<file path="config.mk">
export PLATFORM = sky130hd
export DESIGN_NAME = mic_top
export DESIGN_NICKNAME = d
export VERILOG_FILES = /design/src/rtl/mic_pkg.sv /design/src/rtl/mic_arbiter.sv /design/src/rtl/mic_top.sv /design/src/rtl/mic_vector.sv
export VERILOG_INCLUDE_DIRS = /design/src /design/src/rtl
export SDC_FILE = /design/constraint.sdc
export NUM_CORES = 1
export LEC_CHECK = 0
export BUFFER_PORTS_ARGS = -buffer_cell sky130_fd_sc_hd__buf_2
export CORE_MARGIN = 3
export CORE_UTILIZATION = 56
export DETAILED_ROUTE_END_ITERATION = 12
export GPL_TIMING_DRIVEN = 0
export PLACE_DENSITY_LB_ADDON = 0.2
export SLEW_MARGIN = 20
export SYNTH_ARGS = -nofsm -noshare
export SYNTH_HDL_FRONTEND = slang
export SYNTH_SLANG_ARGS = --single-unit
</file>
<file path="constraint.sdc">
create_clock -name clk -period 5.1 [get_ports clk]
set_clock_uncertainty 0.2 [all_clocks]
set_input_delay 0.255 -clock clk [delete_from_list [all_inputs] [get_ports clk]]
set_output_delay 0.255 -clock clk [all_outputs]
set_load 0.02 [all_outputs]
</file>
<file path="src/rtl/mic_params.svh">
// constants for the multilevel interrupt controller
`ifndef MIC_PARAMS_SVH
`define MIC_PARAMS_SVH

// ------------------------------------------------------------
// sizes
// ------------------------------------------------------------
`define MIC_NSRC 8
`define MIC_IDX_W 3
`define MIC_VEC_W 16
`define MIC_ADDR_W 12

// ------------------------------------------------------------
// register byte offsets
// ------------------------------------------------------------
`define MIC_CTRL_OFS 12'h000
`define MIC_SRCEN_OFS 12'h004
`define MIC_LEVEL_OFS 12'h008
`define MIC_ACTIVE_OFS 12'h00C
`define MIC_PEND_OFS 12'h010
`define MIC_ISTS_OFS 12'h014
`define MIC_IMSK_OFS 12'h018

// ------------------------------------------------------------
// control fields and reset values
// ------------------------------------------------------------
`define MIC_CTRL_RR_BIT 0
`define MIC_CTRL_BOOT_BIT 1
`define MIC_CTRL_LOEN_BIT 2
`define MIC_CTRL_W 5
`define MIC_CTRL_RST 5'h00
`define MIC_SRCEN_RST 8'h00
`define MIC_LEVEL_RST 16'h0000
`define MIC_ACT_W 4
`define MIC_ACT_NMI_BIT 3
`define MIC_ISTS_W 4
`define MIC_ISTS_NMI_BIT 3

// ------------------------------------------------------------
// vector table, word addresses
// ------------------------------------------------------------
`define MIC_RESET_VEC 16'h0000
`define MIC_OSCF_VEC 16'h0002
`define MIC_PORTC_BASE 16'h0004
`define MIC_DMA_BASE 16'h000C
`define MIC_RTC_BASE 16'h0014
`define MIC_SPIC_VEC 16'h0030
`define MIC_AES_VEC 16'h0048
`define MIC_SUB_OFS 16'h0002
`define MIC_BOOT_BASE 16'hF000

`endif

</file>
<file path="src/rtl/mic_pkg.sv">
// types shared by the interrupt controller modules
package mic_pkg;
`include "mic_params.svh"

   // priority level of one source
   typedef enum logic [1:0] {
      LVL_OFF,
      LVL_LO,
      LVL_MED,
      LVL_HI
   } mic_lvl_type;

   // whole state of the top module
   typedef struct packed {
      logic [`MIC_CTRL_W-1:0] ctrl;
      logic [`MIC_NSRC-1:0] src_en;
      logic [2*`MIC_NSRC-1:0] level;
      logic [`MIC_ACT_W-1:0] active;
      logic [`MIC_IDX_W-1:0] rr_last;
      logic nmi_seen;
      logic [`MIC_ISTS_W-1:0] ists;
      logic [`MIC_ISTS_W-1:0] imsk;
      logic pready;
      logic pslverr;
      logic [31:0] prdata;
      logic pc_load;
      logic [`MIC_VEC_W-1:0] pc_vec;
      logic irq;
   } mic_state_type;
endpackage

</file>
<file path="src/rtl/mic_arbiter.sv">
// one level of arbitration: fixed lowest index or round robin
`timescale 1ns/1ps
`default_nettype none
`include "mic_params.svh"
module mic_arbiter
   import mic_pkg::*;
(
   // requests of this level
   input wire logic [`MIC_NSRC-1:0] req,
   // round robin control
   input wire logic rr_en,
   input wire logic [`MIC_IDX_W-1:0] rr_last,
   // winner
   output logic valid,
   output logic [`MIC_IDX_W-1:0] idx
);

   // first set bit at or after start, wrapping round
   function automatic logic [`MIC_IDX_W:0] first_from(
      input logic [`MIC_NSRC-1:0] r,
      input logic [`MIC_IDX_W-1:0] start
   );
      logic [`MIC_IDX_W:0] res;
      logic [`MIC_IDX_W-1:0] k;
      res = '0;
      for (int n = `MIC_NSRC - 1; n >= 0; n--) begin
         k = start + n[`MIC_IDX_W-1:0];
         if (r[k]) begin
            res = {1'b1, k};
         end
      end
      return res;
   endfunction

   logic [`MIC_IDX_W:0] pick;
   logic [`MIC_IDX_W-1:0] start;

   // table is sorted by address, so index 0 is the lowest vector
   always_comb begin
      start = rr_en ? rr_last + 3'h1 : 3'h0;
      pick = first_from(req, start);
      valid = pick[`MIC_IDX_W];
      idx = pick[`MIC_IDX_W-1:0];
   end

endmodule
`default_nettype wire

</file>
<file path="src/rtl/mic_top.sv">
// multilevel interrupt controller with apb registers
//
// Local design decisions: the APB slave port and the address map.
`timescale 1ns/1ps
`default_nettype none
`include "mic_params.svh"

// Summary of operation
// - every source has its own two-bit level: off, low, medium or high.
// - a pending medium request preempts a running low handler.
// - a pending high request preempts a running medium or low handler.
// - within one level the source with the smallest vector wins.
// - low level can use round robin so every low source gets served.
// - non-maskable requests ignore level enables and the global enable.
// - oscillator failure is non-maskable and vectors to word two.
// - a vector is the peripheral base plus the interrupt offset.
// - on acknowledge the program counter is loaded with the vector.
// - a source requests only when enabled, levelled and its cause holds.
// - vectors are word addresses with reset at word zero.
// - the table moves to the boot section under a control bit.
// - single-interrupt peripherals use one fixed vector.
// - multi-interrupt peripherals use fixed base addresses.
module mic_top
   import mic_pkg::*;
#(
   parameter logic [`MIC_VEC_W-1:0] BOOT_BASE = `MIC_BOOT_BASE
)
(
   // clock, reset, enable
   input wire logic clk,
   input wire logic arst_n,
   input wire logic ce,
   // apb slave
   input wire logic psel,
   input wire logic penable,
   input wire logic pwrite,
   input wire logic [`MIC_ADDR_W-1:0] paddr,
   input wire logic [31:0] pwdata,
   output logic [31:0] prdata,
   output logic pready,
   output logic pslverr,
   // peripheral interrupt causes
   input wire logic [`MIC_NSRC-1:0] src_cond,
   input wire logic osc_fail,
   // processor core
   input wire logic core_ready,
   input wire logic glob_en,
   input wire logic reti,
   output logic pc_load,
   output logic [`MIC_VEC_W-1:0] pc_vector,
   output logic [`MIC_ACT_W-1:0] level_active,
   // interrupt to system
   output logic irq
);

   // ------------------------------------------------------------
   // state
   // ------------------------------------------------------------
   mic_state_type s_r;
   mic_state_type s_nxt;

   logic [`MIC_NSRC-1:0] req_all;
   logic [`MIC_NSRC-1:0] req_lvl [3];
   logic lvl_valid [3];
   logic [`MIC_IDX_W-1:0] lvl_idx [3];
   logic [`MIC_IDX_W-1:0] sel_idx;
   logic sel_nmi;
   logic [`MIC_VEC_W-1:0] sel_vec;

   // ------------------------------------------------------------
   // helper functions
   // ------------------------------------------------------------
   // level code of one source
   function automatic mic_lvl_type lvl_of(
      input logic [2*`MIC_NSRC-1:0] lv,
      input int i
   );
      return mic_lvl_type'(lv[2*i +: 2]);
   endfunction

   // a level may start only while nothing at or above it runs
   function automatic logic lvl_free(
      input logic [`MIC_ACT_W-1:0] act,
      input int l
   );
      logic is_free;
      is_free = 1'b1;
      for (int k = l; k < `MIC_ACT_W; k++) begin
         if (act[k]) begin
            is_free = 1'b0;
         end
      end
      return is_free;
   endfunction

   // one-hot register select, shared by read mux and write path
   function automatic logic [6:0] reg_sel(
      input logic [`MIC_ADDR_W-1:0] a
   );
      logic [6:0] sel;
      sel[0] = (a == `MIC_CTRL_OFS);
      sel[1] = (a == `MIC_SRCEN_OFS);
      sel[2] = (a == `MIC_LEVEL_OFS);
      sel[3] = (a == `MIC_ACTIVE_OFS);
      sel[4] = (a == `MIC_PEND_OFS);
      sel[5] = (a == `MIC_ISTS_OFS);
      sel[6] = (a == `MIC_IMSK_OFS);
      return sel;
   endfunction

   // ------------------------------------------------------------
   // request qualification per level
   // ------------------------------------------------------------
   genvar gl;
   genvar gi;
   generate
      for (gi = 0; gi < `MIC_NSRC; gi++) begin : g_req
         // enabled, levelled and cause present
         assign req_all[gi] = s_r.src_en[gi] & src_cond[gi] &
            (lvl_of(s_r.level, gi) != LVL_OFF);
      end
      for (gl = 0; gl < 3; gl++) begin : g_lvl
         for (gi = 0; gi < `MIC_NSRC; gi++) begin : g_bit
            assign req_lvl[gl][gi] = req_all[gi] &
               s_r.ctrl[`MIC_CTRL_LOEN_BIT + gl] &
               (lvl_of(s_r.level, gi) == mic_lvl_type'(gl + 1));
         end
         // round robin only makes sense for the low level
         mic_arbiter u_arb (
            .req(req_lvl[gl]),
            .rr_en((gl == 0) && s_r.ctrl[`MIC_CTRL_RR_BIT]),
            .rr_last(s_r.rr_last),
            .valid(lvl_valid[gl]),
            .idx(lvl_idx[gl])
         );
      end
   endgenerate

   // ------------------------------------------------------------
   // vector formation
   // ------------------------------------------------------------
   // nmi overrides the index inside the vector block
   mic_vector #(
      .BOOT_BASE(BOOT_BASE)
   ) u_vec (
      .nmi(sel_nmi),
      .idx(sel_idx),
      .boot_sel(s_r.ctrl[`MIC_CTRL_BOOT_BIT]),
      .vector(sel_vec)
   );

   // ------------------------------------------------------------
   // next state
   // ------------------------------------------------------------
   logic ack;
   logic [1:0] ack_lvl;
   logic apb_wr;
   logic apb_rd;
   logic [`MIC_ISTS_W-1:0] ev;
   logic [31:0] rdata;
   logic hit;
   logic [6:0] rsel;

   always_comb begin
      s_nxt = s_r;
      ack = 1'b0;
      ack_lvl = 2'h0;
      sel_nmi = 1'b0;
      sel_idx = lvl_idx[0];
      ev = '0;

      // release of the nmi latch once the cause is gone
      if (!osc_fail) begin
         s_nxt.nmi_seen = 1'b0;
      end

      // return unwinds the highest active level first
      if (reti) begin
         if (s_r.active[3]) begin
            s_nxt.active[3] = 1'b0;
         end else if (s_r.active[2]) begin
            s_nxt.active[2] = 1'b0;
         end else if (s_r.active[1]) begin
            s_nxt.active[1] = 1'b0;
         end else begin
            s_nxt.active[0] = 1'b0;
         end
      end else if (core_ready) begin
         // nmi ignores level enables and global enable
         if (osc_fail && !s_r.nmi_seen && lvl_free(s_r.active, 3)) begin
            ack = 1'b1;
            sel_nmi = 1'b1;
            s_nxt.nmi_seen = 1'b1;
            s_nxt.active[3] = 1'b1;
            ev[`MIC_ISTS_NMI_BIT] = 1'b1;
         end else if (glob_en && lvl_valid[2] &&
                      lvl_free(s_r.active, 2)) begin
            ack = 1'b1;
            ack_lvl = 2'h2;
            sel_idx = lvl_idx[2];
         end else if (glob_en && lvl_valid[1] &&
                      lvl_free(s_r.active, 1)) begin
            ack = 1'b1;
            ack_lvl = 2'h1;
            sel_idx = lvl_idx[1];
         end else if (glob_en && lvl_valid[0] &&
                      lvl_free(s_r.active, 0)) begin
            ack = 1'b1;
            sel_idx = lvl_idx[0];
            s_nxt.rr_last = lvl_idx[0];
         end
         if (ack && !sel_nmi) begin
            s_nxt.active[ack_lvl] = 1'b1;
            ev[ack_lvl] = 1'b1;
         end
      end

      // program counter load, one cycle pulse
      s_nxt.pc_load = ack;
      if (ack) begin
         s_nxt.pc_vec = sel_vec;
      end

      // apb: one wait state, answer from flops; the read mux is
      // registered so prdata never ripples straight from paddr
      apb_rd = 1'b0;
      apb_wr = psel && penable && s_r.pready && pwrite;
      rsel = reg_sel(paddr);
      hit = |rsel;
      unique case (1'b1)
         rsel[0]: rdata = {27'h0, s_r.ctrl};
         rsel[1]: rdata = {24'h0, s_r.src_en};
         rsel[2]: rdata = {16'h0, s_r.level};
         rsel[3]: rdata = {28'h0, s_r.active};
         rsel[4]: rdata = {24'h0, req_all};
         rsel[5]: rdata = {28'h0, s_r.ists};
         rsel[6]: rdata = {28'h0, s_r.imsk};
         default: rdata = 32'h0000_0000;
      endcase
      s_nxt.pready = psel && penable && !s_r.pready;
      if (psel && penable && !s_r.pready) begin
         apb_rd = !pwrite;
         s_nxt.pslverr = !hit;
         s_nxt.prdata = apb_rd ? rdata : 32'h0000_0000;
      end else begin
         s_nxt.pslverr = 1'b0;
         s_nxt.prdata = 32'h0000_0000;
      end

      // register writes at the completing edge
      if (apb_wr) begin
         unique case (1'b1)
            rsel[0]: s_nxt.ctrl = pwdata[`MIC_CTRL_W-1:0];
            rsel[1]: s_nxt.src_en = pwdata[`MIC_NSRC-1:0];
            rsel[2]: s_nxt.level = pwdata[2*`MIC_NSRC-1:0];
            rsel[5]: s_nxt.ists = s_r.ists &
               ~pwdata[`MIC_ISTS_W-1:0];
            rsel[6]: s_nxt.imsk = pwdata[`MIC_ISTS_W-1:0];
            default: s_nxt.ctrl = s_r.ctrl;
         endcase
      end

      // sticky events; a set in the clear cycle wins
      s_nxt.ists = s_nxt.ists | ev;
      s_nxt.irq = |(s_nxt.ists & s_nxt.imsk);
   end

   // ------------------------------------------------------------
   // registers
   // ------------------------------------------------------------
   // all state freezes while ce is low
   // apb freezes too, so a master must not start a transfer then
   always_ff @(posedge clk or negedge arst_n) begin
      if (!arst_n) begin
         s_r.ctrl <= `MIC_CTRL_RST;
         s_r.src_en <= `MIC_SRCEN_RST;
         s_r.level <= `MIC_LEVEL_RST;
         s_r.active <= '0;
         s_r.rr_last <= '1;
         s_r.nmi_seen <= 1'b0;
         s_r.ists <= '0;
         s_r.imsk <= '0;
         s_r.pready <= 1'b0;
         s_r.pslverr <= 1'b0;
         s_r.prdata <= 32'h0000_0000;
         s_r.pc_load <= 1'b0;
         s_r.pc_vec <= `MIC_RESET_VEC;
         s_r.irq <= 1'b0;
      end else if (ce) begin
         s_r <= s_nxt;
      end
   end

   // ------------------------------------------------------------
   // outputs, all straight from flops
   // ------------------------------------------------------------
   assign prdata = s_r.prdata;
   assign pready = s_r.pready;
   assign pslverr = s_r.pslverr;
   assign pc_load = s_r.pc_load;
   assign pc_vector = s_r.pc_vec;
   assign level_active = s_r.active;
   assign irq = s_r.irq;

endmodule
`default_nettype wire

</file>
<file path="src/rtl/mic_vector.sv">
// vector formation from base address plus offset
`timescale 1ns/1ps
`default_nettype none
`include "mic_params.svh"
module mic_vector
   import mic_pkg::*;
#(
   parameter logic [`MIC_VEC_W-1:0] BOOT_BASE = `MIC_BOOT_BASE
)
(
   // selection
   input wire logic nmi,
   input wire logic [`MIC_IDX_W-1:0] idx,
   input wire logic boot_sel,
   // result
   output logic [`MIC_VEC_W-1:0] vector
);

   logic [`MIC_VEC_W-1:0] rel;

   // word addresses relative to the table start
   always_comb begin
      unique case (idx)
         3'h0: rel = `MIC_PORTC_BASE;
         3'h1: rel = `MIC_PORTC_BASE + `MIC_SUB_OFS;
         3'h2: rel = `MIC_DMA_BASE;
         3'h3: rel = `MIC_DMA_BASE + `MIC_SUB_OFS;
         3'h4: rel = `MIC_RTC_BASE;
         3'h5: rel = `MIC_RTC_BASE + `MIC_SUB_OFS;
         3'h6: rel = `MIC_SPIC_VEC;
         3'h7: rel = `MIC_AES_VEC;
      endcase
      if (nmi) begin
         rel = `MIC_OSCF_VEC;
      end
      // relocation between application and boot section
      vector = (boot_sel ? BOOT_BASE : `MIC_RESET_VEC) + rel;
   end

endmodule
`default_nettype wire
</file>
==> results of run 1 <==
## kinds of logic (layout without fill, tap and decap cells)
kind of cell	count (synthesis)	after routing	synth area share [%]
AND/OR/NAND/NOR	219	219	20.6
multiplexers	54	54	11.6
flip-flops	72	72	33.5
buffers and inverters	104	213	11.3
XOR/XNOR	3	3	0.628
adder cells (fa/ha/maj)	4	4	0.930
other	1	22	0.0697
AO/OA/AOI/OAI	164	164	21.4
## sequential cells by signal, indices dropped and copies added, names as in the netlist
| register | flops |
|---|---|
| s_r | 41 |
| pc_load | 1 |
| pready | 1 |
| pslverr | 1 |
| pc_vector | 7 |
| level_active | 4 |
| irq | 1 |
| prdata | 16 |
## power by group through the flow
stage	Combinational, W	Clock, W	Sequential [W]
after global placement	0.000128	0	0.000603
after global routing	0.000159	0.000595	0.000595
after floorplan	0.0000775	0	0.000604
final	0.000147	0.000560	0.000594
after detailed placement	0.000135	0	0.000604
after CTS	0.000145	0.000566	0.000593
## area by class of cell
cell class | count | area, um2 | area share (%)
Timing Repair Buffer | 93 | 566 | 8.77
Buffer | 73 | 487 | 7.55
Multi-Input combinational cell | 466 | 3060 | 47.5
Tap cell | 129 | 161 | 2.50
Sequential cell | 72 | 1810 | 28.0
Inverter | 31 | 121 | 1.88
Clock buffer | 9 | 124 | 1.92
Clock inverter | 7 | 120 | 1.86
## path summary, 6_finish.rpt
kind	slack (ns)	from	cells past startpoint	to
setup / recovery	0.86	s_r[61]$_DFFE_PN1P_	13	pc_vector[3]$_DFFE_PN0P_
hold / removal	0.03	ce	3	s_r[59]$_DFFE_PN0P_
setup reg to reg	0.86	s_r[61]$_DFFE_PN1P_	13	pc_vector[3]$_DFFE_PN0P_
hold reg to reg	0.27	pc_vector[4]$_DFFE_PN0P_	2	pc_vector[4]$_DFFE_PN0P_
max in group asynchronous	4.05	arst_n	3	prdata[5]$_DFFE_PN0P_
min in group asynchronous	0.09	arst_n	2	pc_vector[6]$_DFFE_PN0P_
## critical path, cell delays in order (launching register included)
cell and delay (ns):
dfstp_2 0.55, ha_1 0.23, nand2_1 0.19, clkbuf_1 0.46, ha_1 0.37, nand2b_1 0.17
or3_1 0.38, o211ai_1 0.21, a211oi_2 0.12, o31ai_1 0.25, nand4_1 0.21, a31oi_1 0.42
nor3_1 0.11, a221o_1 0.26
## placed cells by master, fill, tap and decap left out, types with 9 or more instances in the layout
cell type	netlist	final
buf_2	2	78
dfrtp_1	69	69
nand2_1	64	64
buf_4	52	53
nor2_1	44	44
mux2_2	37	37
o21ai_0	37	37
a21oi_1	32	32
inv_1	29	29
conb_1	1	22
nor3_1	20	20
nand3_1	20	20
o22ai_1	19	19
clkbuf_1	15	15
dlygate4sd3_1	0	15
nand2b_1	12	12
mux2i_1	10	10
a22oi_1	9	9
clkbuf_8	0	9
## routing by layer
layer / track usage (%) / routed length, um / part of all wire [%] / vias to the layer above
li1: - / - / - / 2456
met1: 38.4 / 6540 / 39 / 2490
met2: 51.6 / 7980 / 48 / 312
met3: 6.21 / 1290 / 7.8 / 68
met4: 14.9 / 806 / 4.9 / 0
met5: 0 / 0 / 0 / -
## stage by stage
step	cell area, um2	cells	worst slack [ns]	hold slack (ns)	total power (W)
finish	6450	880	0.855	0.0300	0.00130
global route	6450	880	0.648	0.0340	0.00135
CTS	6450	880	0.887	0.0224	0.00130
detailed placement	6050	849	0.903	-0.0810	0.000739
global placement	6000	847	0.879	0.257	0.000731
floorplan	5460	642	1.40	-0.241	0.000681
## repair_timing
action	4_1_cts	5_1_grt
gates resized for setup	0	0
hold endpoints to repair	91	0
hold buffers	15	0
==> impl_results.md, run 1 <==
- Internal: 0.000967 W
- Total negative slack: 0 ns
- Startpoint Class: flip-flop
- CTS root buffer: clkbuf_8
- Syn. warnings: 0
- Status: complete, no violations
- Slew @ Worst Pin: 0.995 ns
- Pwr Density: 202 nW/um2
- Total number of vias: 5,326
- Initial antenna violation count: 0
- Peak VDD IR: about 0.17 mV
- Full die area: 10,800 um2
- CP Max Fanout: 11
- Final design utilization: a little over two thirds
- Commonest cells in the netlist: dfrtp_1, nand2_1, buf_4
- Top Ports: between 100 and 150
- Seq cells post-synth: 72
- Vias/cell: about 6.1
- Layout cell share with drive strength beyond 1: 30.2%
- Vias in the first global route: 5,308
- Pins Over Slew Limit: 0
- Synthesized area per cell: ~8.7 um2
- Clk pwr share: a little over two fifths
- DP HPWL: 12,400 um
- WP data required: 5.15 ns
- CTS Buf Count: 9
- Mapped Area: 5380 um2
- Global-route wire length before repair: 27,100 um
- Drt first pass iters: 7
- Max Cap Viol: 0
- Routed Antenna Nets: 0
- CP arrival: 4.29 ns
- Rel. slew slack: 33.1%
- Die Wd: 104 um
- RSZ-0062 raised after global routing: false
- Top-area cell type share of the netlist area: 32.1%
- Clk buf depth: 2
- Placeable Area: a little over 9000 um2
- GR Util All Layers: 30.9%
- Fin nets: 812
- H-tree Lvls: 3
- Routed wire length: 16,600 um
- Yosys top cell by area: dfrtp_1
- DRC Markers: 0
- CP endpoint kind: flip-flop
- Seq/Total Area, Yosys: 33.5%
- Sink Count: 72
- Main flop type after synthesis: dfrtp_1
- IO Port Bufs: 76
- Flop pwr share: between 40% and 50%
- Largest net degree at the start of global routing: slightly above 60
- Synth unique cells: ~80
- Wirelength per Cell: 18.9 um
- F_max: around 240 MHz
- Die height: between 100 and 150 um
- Final hold vios: 0
- # fillers: around 750
- Logic pwr share: between 10% and 20%
- Post-CTS Setup Inserts: 0
- Minimum clock period: 4.24 ns
- Worst Path Class, Setup: reg -> reg
- Worst Hold Class: in -> reg
- Area contributors post-synth: dfrtp_1, mux2_2, buf_4
- Worst skew pair latency: 0.36 ns
- Gate count of the mapped netlist: 621
- Post-synth EDFFs: 0
- LEAKAGE: between 3 and 4 nW
- Initial drt markers: 523
- Finish-stage setup viols: 0
- GP Congestion: 1.02
- Most common cell in the netlist: dfrtp_1
- Sw Pwr: 0.000333 W
- Async set or reset register ratio after synthesis: 100%
- GR Overflow Total: 0
- Tcrit/Tclk final: 83.2%
- Initial Utilization: between 50% and 60%
- Std-Cell Rows: 35
- Sw Share: 25.6%
- CTS tree: yes
- N_diodes: 0
- Area Overhead vs Synth: 19.7%
- CTS clk-pin slew, worst paths: 0.09 ns
Note: power is estimated with default switching activity, not from simulation.
==> inputs of run 2 (changes only) <==
--- a/config.mk
+++ b/config.mk
@@ -8,7 +8,7 @@
 export LEC_CHECK = 0
 export BUFFER_PORTS_ARGS = -buffer_cell sky130_fd_sc_hd__buf_2
 export CORE_MARGIN = 3
-export CORE_UTILIZATION = 56
+export CORE_UTILIZATION = 50
 export DETAILED_ROUTE_END_ITERATION = 12
 export GPL_TIMING_DRIVEN = 0
 export PLACE_DENSITY_LB_ADDON = 0.2
==> constraint.sdc (replaced) <==
create_clock -name clk -period 3.9 [get_ports clk]
set_clock_uncertainty 0.2 [all_clocks]
set_input_delay 0.195 -clock clk [delete_from_list [all_inputs] [get_ports clk]]
set_output_delay 0.195 -clock clk [all_outputs]
set_load 0.02 [all_outputs]
==> run 2 against run 1 <==
  * First-iteration DRC count down 21%
  * Critical endpoint unchanged
  * Cell count is 1.6% higher
  * Power rose by 28%
  * Critical path type unchanged
==> impl_results.md, run 2 (synthesis gave the netlist of run 1 again) <==
- Worst hold path cell count: 3
- Max FFs per register: between 40 and 50
- Startpoint Class: flip-flop
- CTS root buffer: clkbuf_8
- Total number of vias: 5,240
- Worst Hold Endpoint: pslverr$_DFFE_PN0P_
- Std-Cell Rows: 37
- Commonest non-fill, non-tap cell in the layout: buf_2
- Die height: 110 um
- Pins Over Slew Limit: 0
- IO Port Bufs: 76
- Worst skew pair latency: between 0.3 and 0.4 ns
- F_max: 265 MHz
- Initial drt markers: 415
- Most frequent CP cell: ha_1
- CP Max Fanout: 11
- Layout cell share with drive strength beyond 1: 31.1%
- Leading cell types in the layout, fill and taps excluded: buf_2, dfrtp_1, nand2_1, buf_4, nor2_1
- CP arrival: ~3.8 ns
- H-tree Lvls: 3
- R2R Path Start: s_r[61]$_DFFE_PN1P_
- GP Congestion: 0.939
- Max Cap Viol: 0
- Initial Utilization: 51.7%
- Initial antenna violation count: 0
- Reg2reg setup slack: 0.12 ns
- Wirelength per Cell: 18.1 um
- Largest net degree at the start of global routing: 41
- Full die area: 12,000 um2
- Clk buf depth: 2
- Pwr Density: 253 nW/um2
- Total Power: 0.00166 W
- Hold_ws: around 0.0088 ns
- GR Util All Layers: 27.8%
- Global-route wire length before repair: about 26,000 um
- LEAKAGE: between 3 and 4 nW
- Minimum clock period: roughly 3.8 ns
- Fin nets: 819
- Seq. cell area: 1810 um2
- Routed Antenna Nets: 0
- Worst r2r dst: pc_vector[3]$_DFFE_PN0P_
- N_diodes: 0
- CTS clk-pin slew, worst paths: around 0.08 ns
- Worst Hold Class: in -> reg
- Final hold vios: 0
- CTS Buf Count: 9
- DRC Markers: 0
- Slew @ Worst Pin: 0.853 ns
- Max incr delay on CP: 0.55 ns
- Rel. slew slack: 43.0%
- Largest Register: s_r
- Tcrit/Tclk final: 96.8%
- Min-delay src: psel
- Placeable Area: 10,400 um2
- DP Area: ~6000 um2
- Slowest CP cell: dfstp_2
- Drt first pass iters: 7
- Worst Path Class, Setup: reg -> reg
- Multi-input logic area: 3110 um2
- WP data required: around 4.0 ns
- Post-route cell area: 6560 um2
- Top Ports: 118
- Vias/cell: 5.86
- CP endpoint kind: flip-flop
- Vias in the first global route: 5,032
- GR Overflow Total: 0
- Routed wire length: 16,100 um
- Finish-stage setup viols: 0
- Peak VDD IR: around 0.25 mV
- Status: complete, no violations
- FF-to-FF path depth: 14
- Area Overhead vs Synth: 21.8%
- Sink Count: 72
- # fillers: 909
- Crit. Startpoint: s_r[61]$_DFFE_PN1P_
- Critical Path, Cell by Cell: ha_1 > nand2_4 > buf_8 > ha_1 > nand2b_1 > or3_4 > a211oi_4 > o211ai_1 > a22o_1 > o211a_1 > o211a_4 > o21ai_4 > nor2_1 > a221o_1
- CTS tree: yes
- Die Wd: 110 um
- DP HPWL: between 10,000 and 15,000 um
## run 2: area by class of cell
class	count	share of cell area, %
buffer	72	7.52
clock buffer	9	1.89
clock inverter	7	1.55
multi-input combinational	466	47.4
inverter	31	1.85
timing repair buffer	101	9.66
sequential	72	27.5
tap	136	2.60
## run 2: how the worst max path moves through the flow
stage / endpoint / slack [ns] / cells past startpoint
2_1_floorplan: pc_vector[3]$_DFFE_PN0P_ / 0.20 / 14
3_3_place_gp: pc_vector[3]$_DFFE_PN0P_ / -0.39 / 13
3_5_place_dp: pc_vector[3]$_DFFE_PN0P_ / -0.37 / 13
4_1_cts: pc_vector[3]$_DFFE_PN0P_ / 0.07 / 15
5_1_grt: pc_vector[3]$_DFFE_PN0P_ / -0.02 / 14
6_report: pc_vector[3]$_DFFE_PN0P_ / 0.12 / 14
## run 2: per-layer routing
metal | routed length [um] | GRT usage (%) | vias to the layer above | share of wire, %
met1 | 6650 | 34.7 | 2520 | 41
met2 | 8000 | 47.1 | 215 | 50
li1 | - | - | 2462 | -
met4 | 537 | 11.9 | 0 | 3.3
met5 | 0 | 0 | - | 0
met3 | 943 | 4.87 | 43 | 5.8
## run 2: repair_timing
| action | CTS | global route |
|---|---|---|
| hold endpoints to repair | 105 | 0 |
| pin swaps | 0 | 3 |
| setup buffers | 0 | 2 |
| hold buffers | 21 | 0 |
| resized for setup | 6 | 9 |
| setup endpoints to repair | 13 | 6 |
## run 2: worst max-delay path, delay by kind of cell (launching register included)
| family | cells | cell delay, ns |
|---|---|---|
| flip-flops | 1 | 0.55 |
| AND/OR/NAND/NOR | 4 | 0.74 |
| buffers and inverters | 1 | 0.16 |
| adder cells (fa/ha/maj) | 2 | 0.55 |
| AO/OA/AOI/OAI | 7 | 1.46 |
## run 2: per-stage QoR
stage | utilization (%) | cells | setup TNS, ns | worst slack [ns]
after floorplan | - | 642 | 0 | 0.205
after global placement | 57.7 | 854 | -2.41 | -0.391
after detailed placement | 58.1 | 856 | -2.22 | -0.369
after CTS | 62.5 | 893 | 0 | 0.0667
after global routing | 62.9 | 894 | -0.0224 | -0.0224
final | 62.9 | 894 | 0 | 0.123
## run 2: where the power goes
group	switching, W	internal (W)
registers	0.0000141	0.000761
logic	0.000113	0.0000815
clock network	0.000324	0.000367
total	0.000451	0.00121
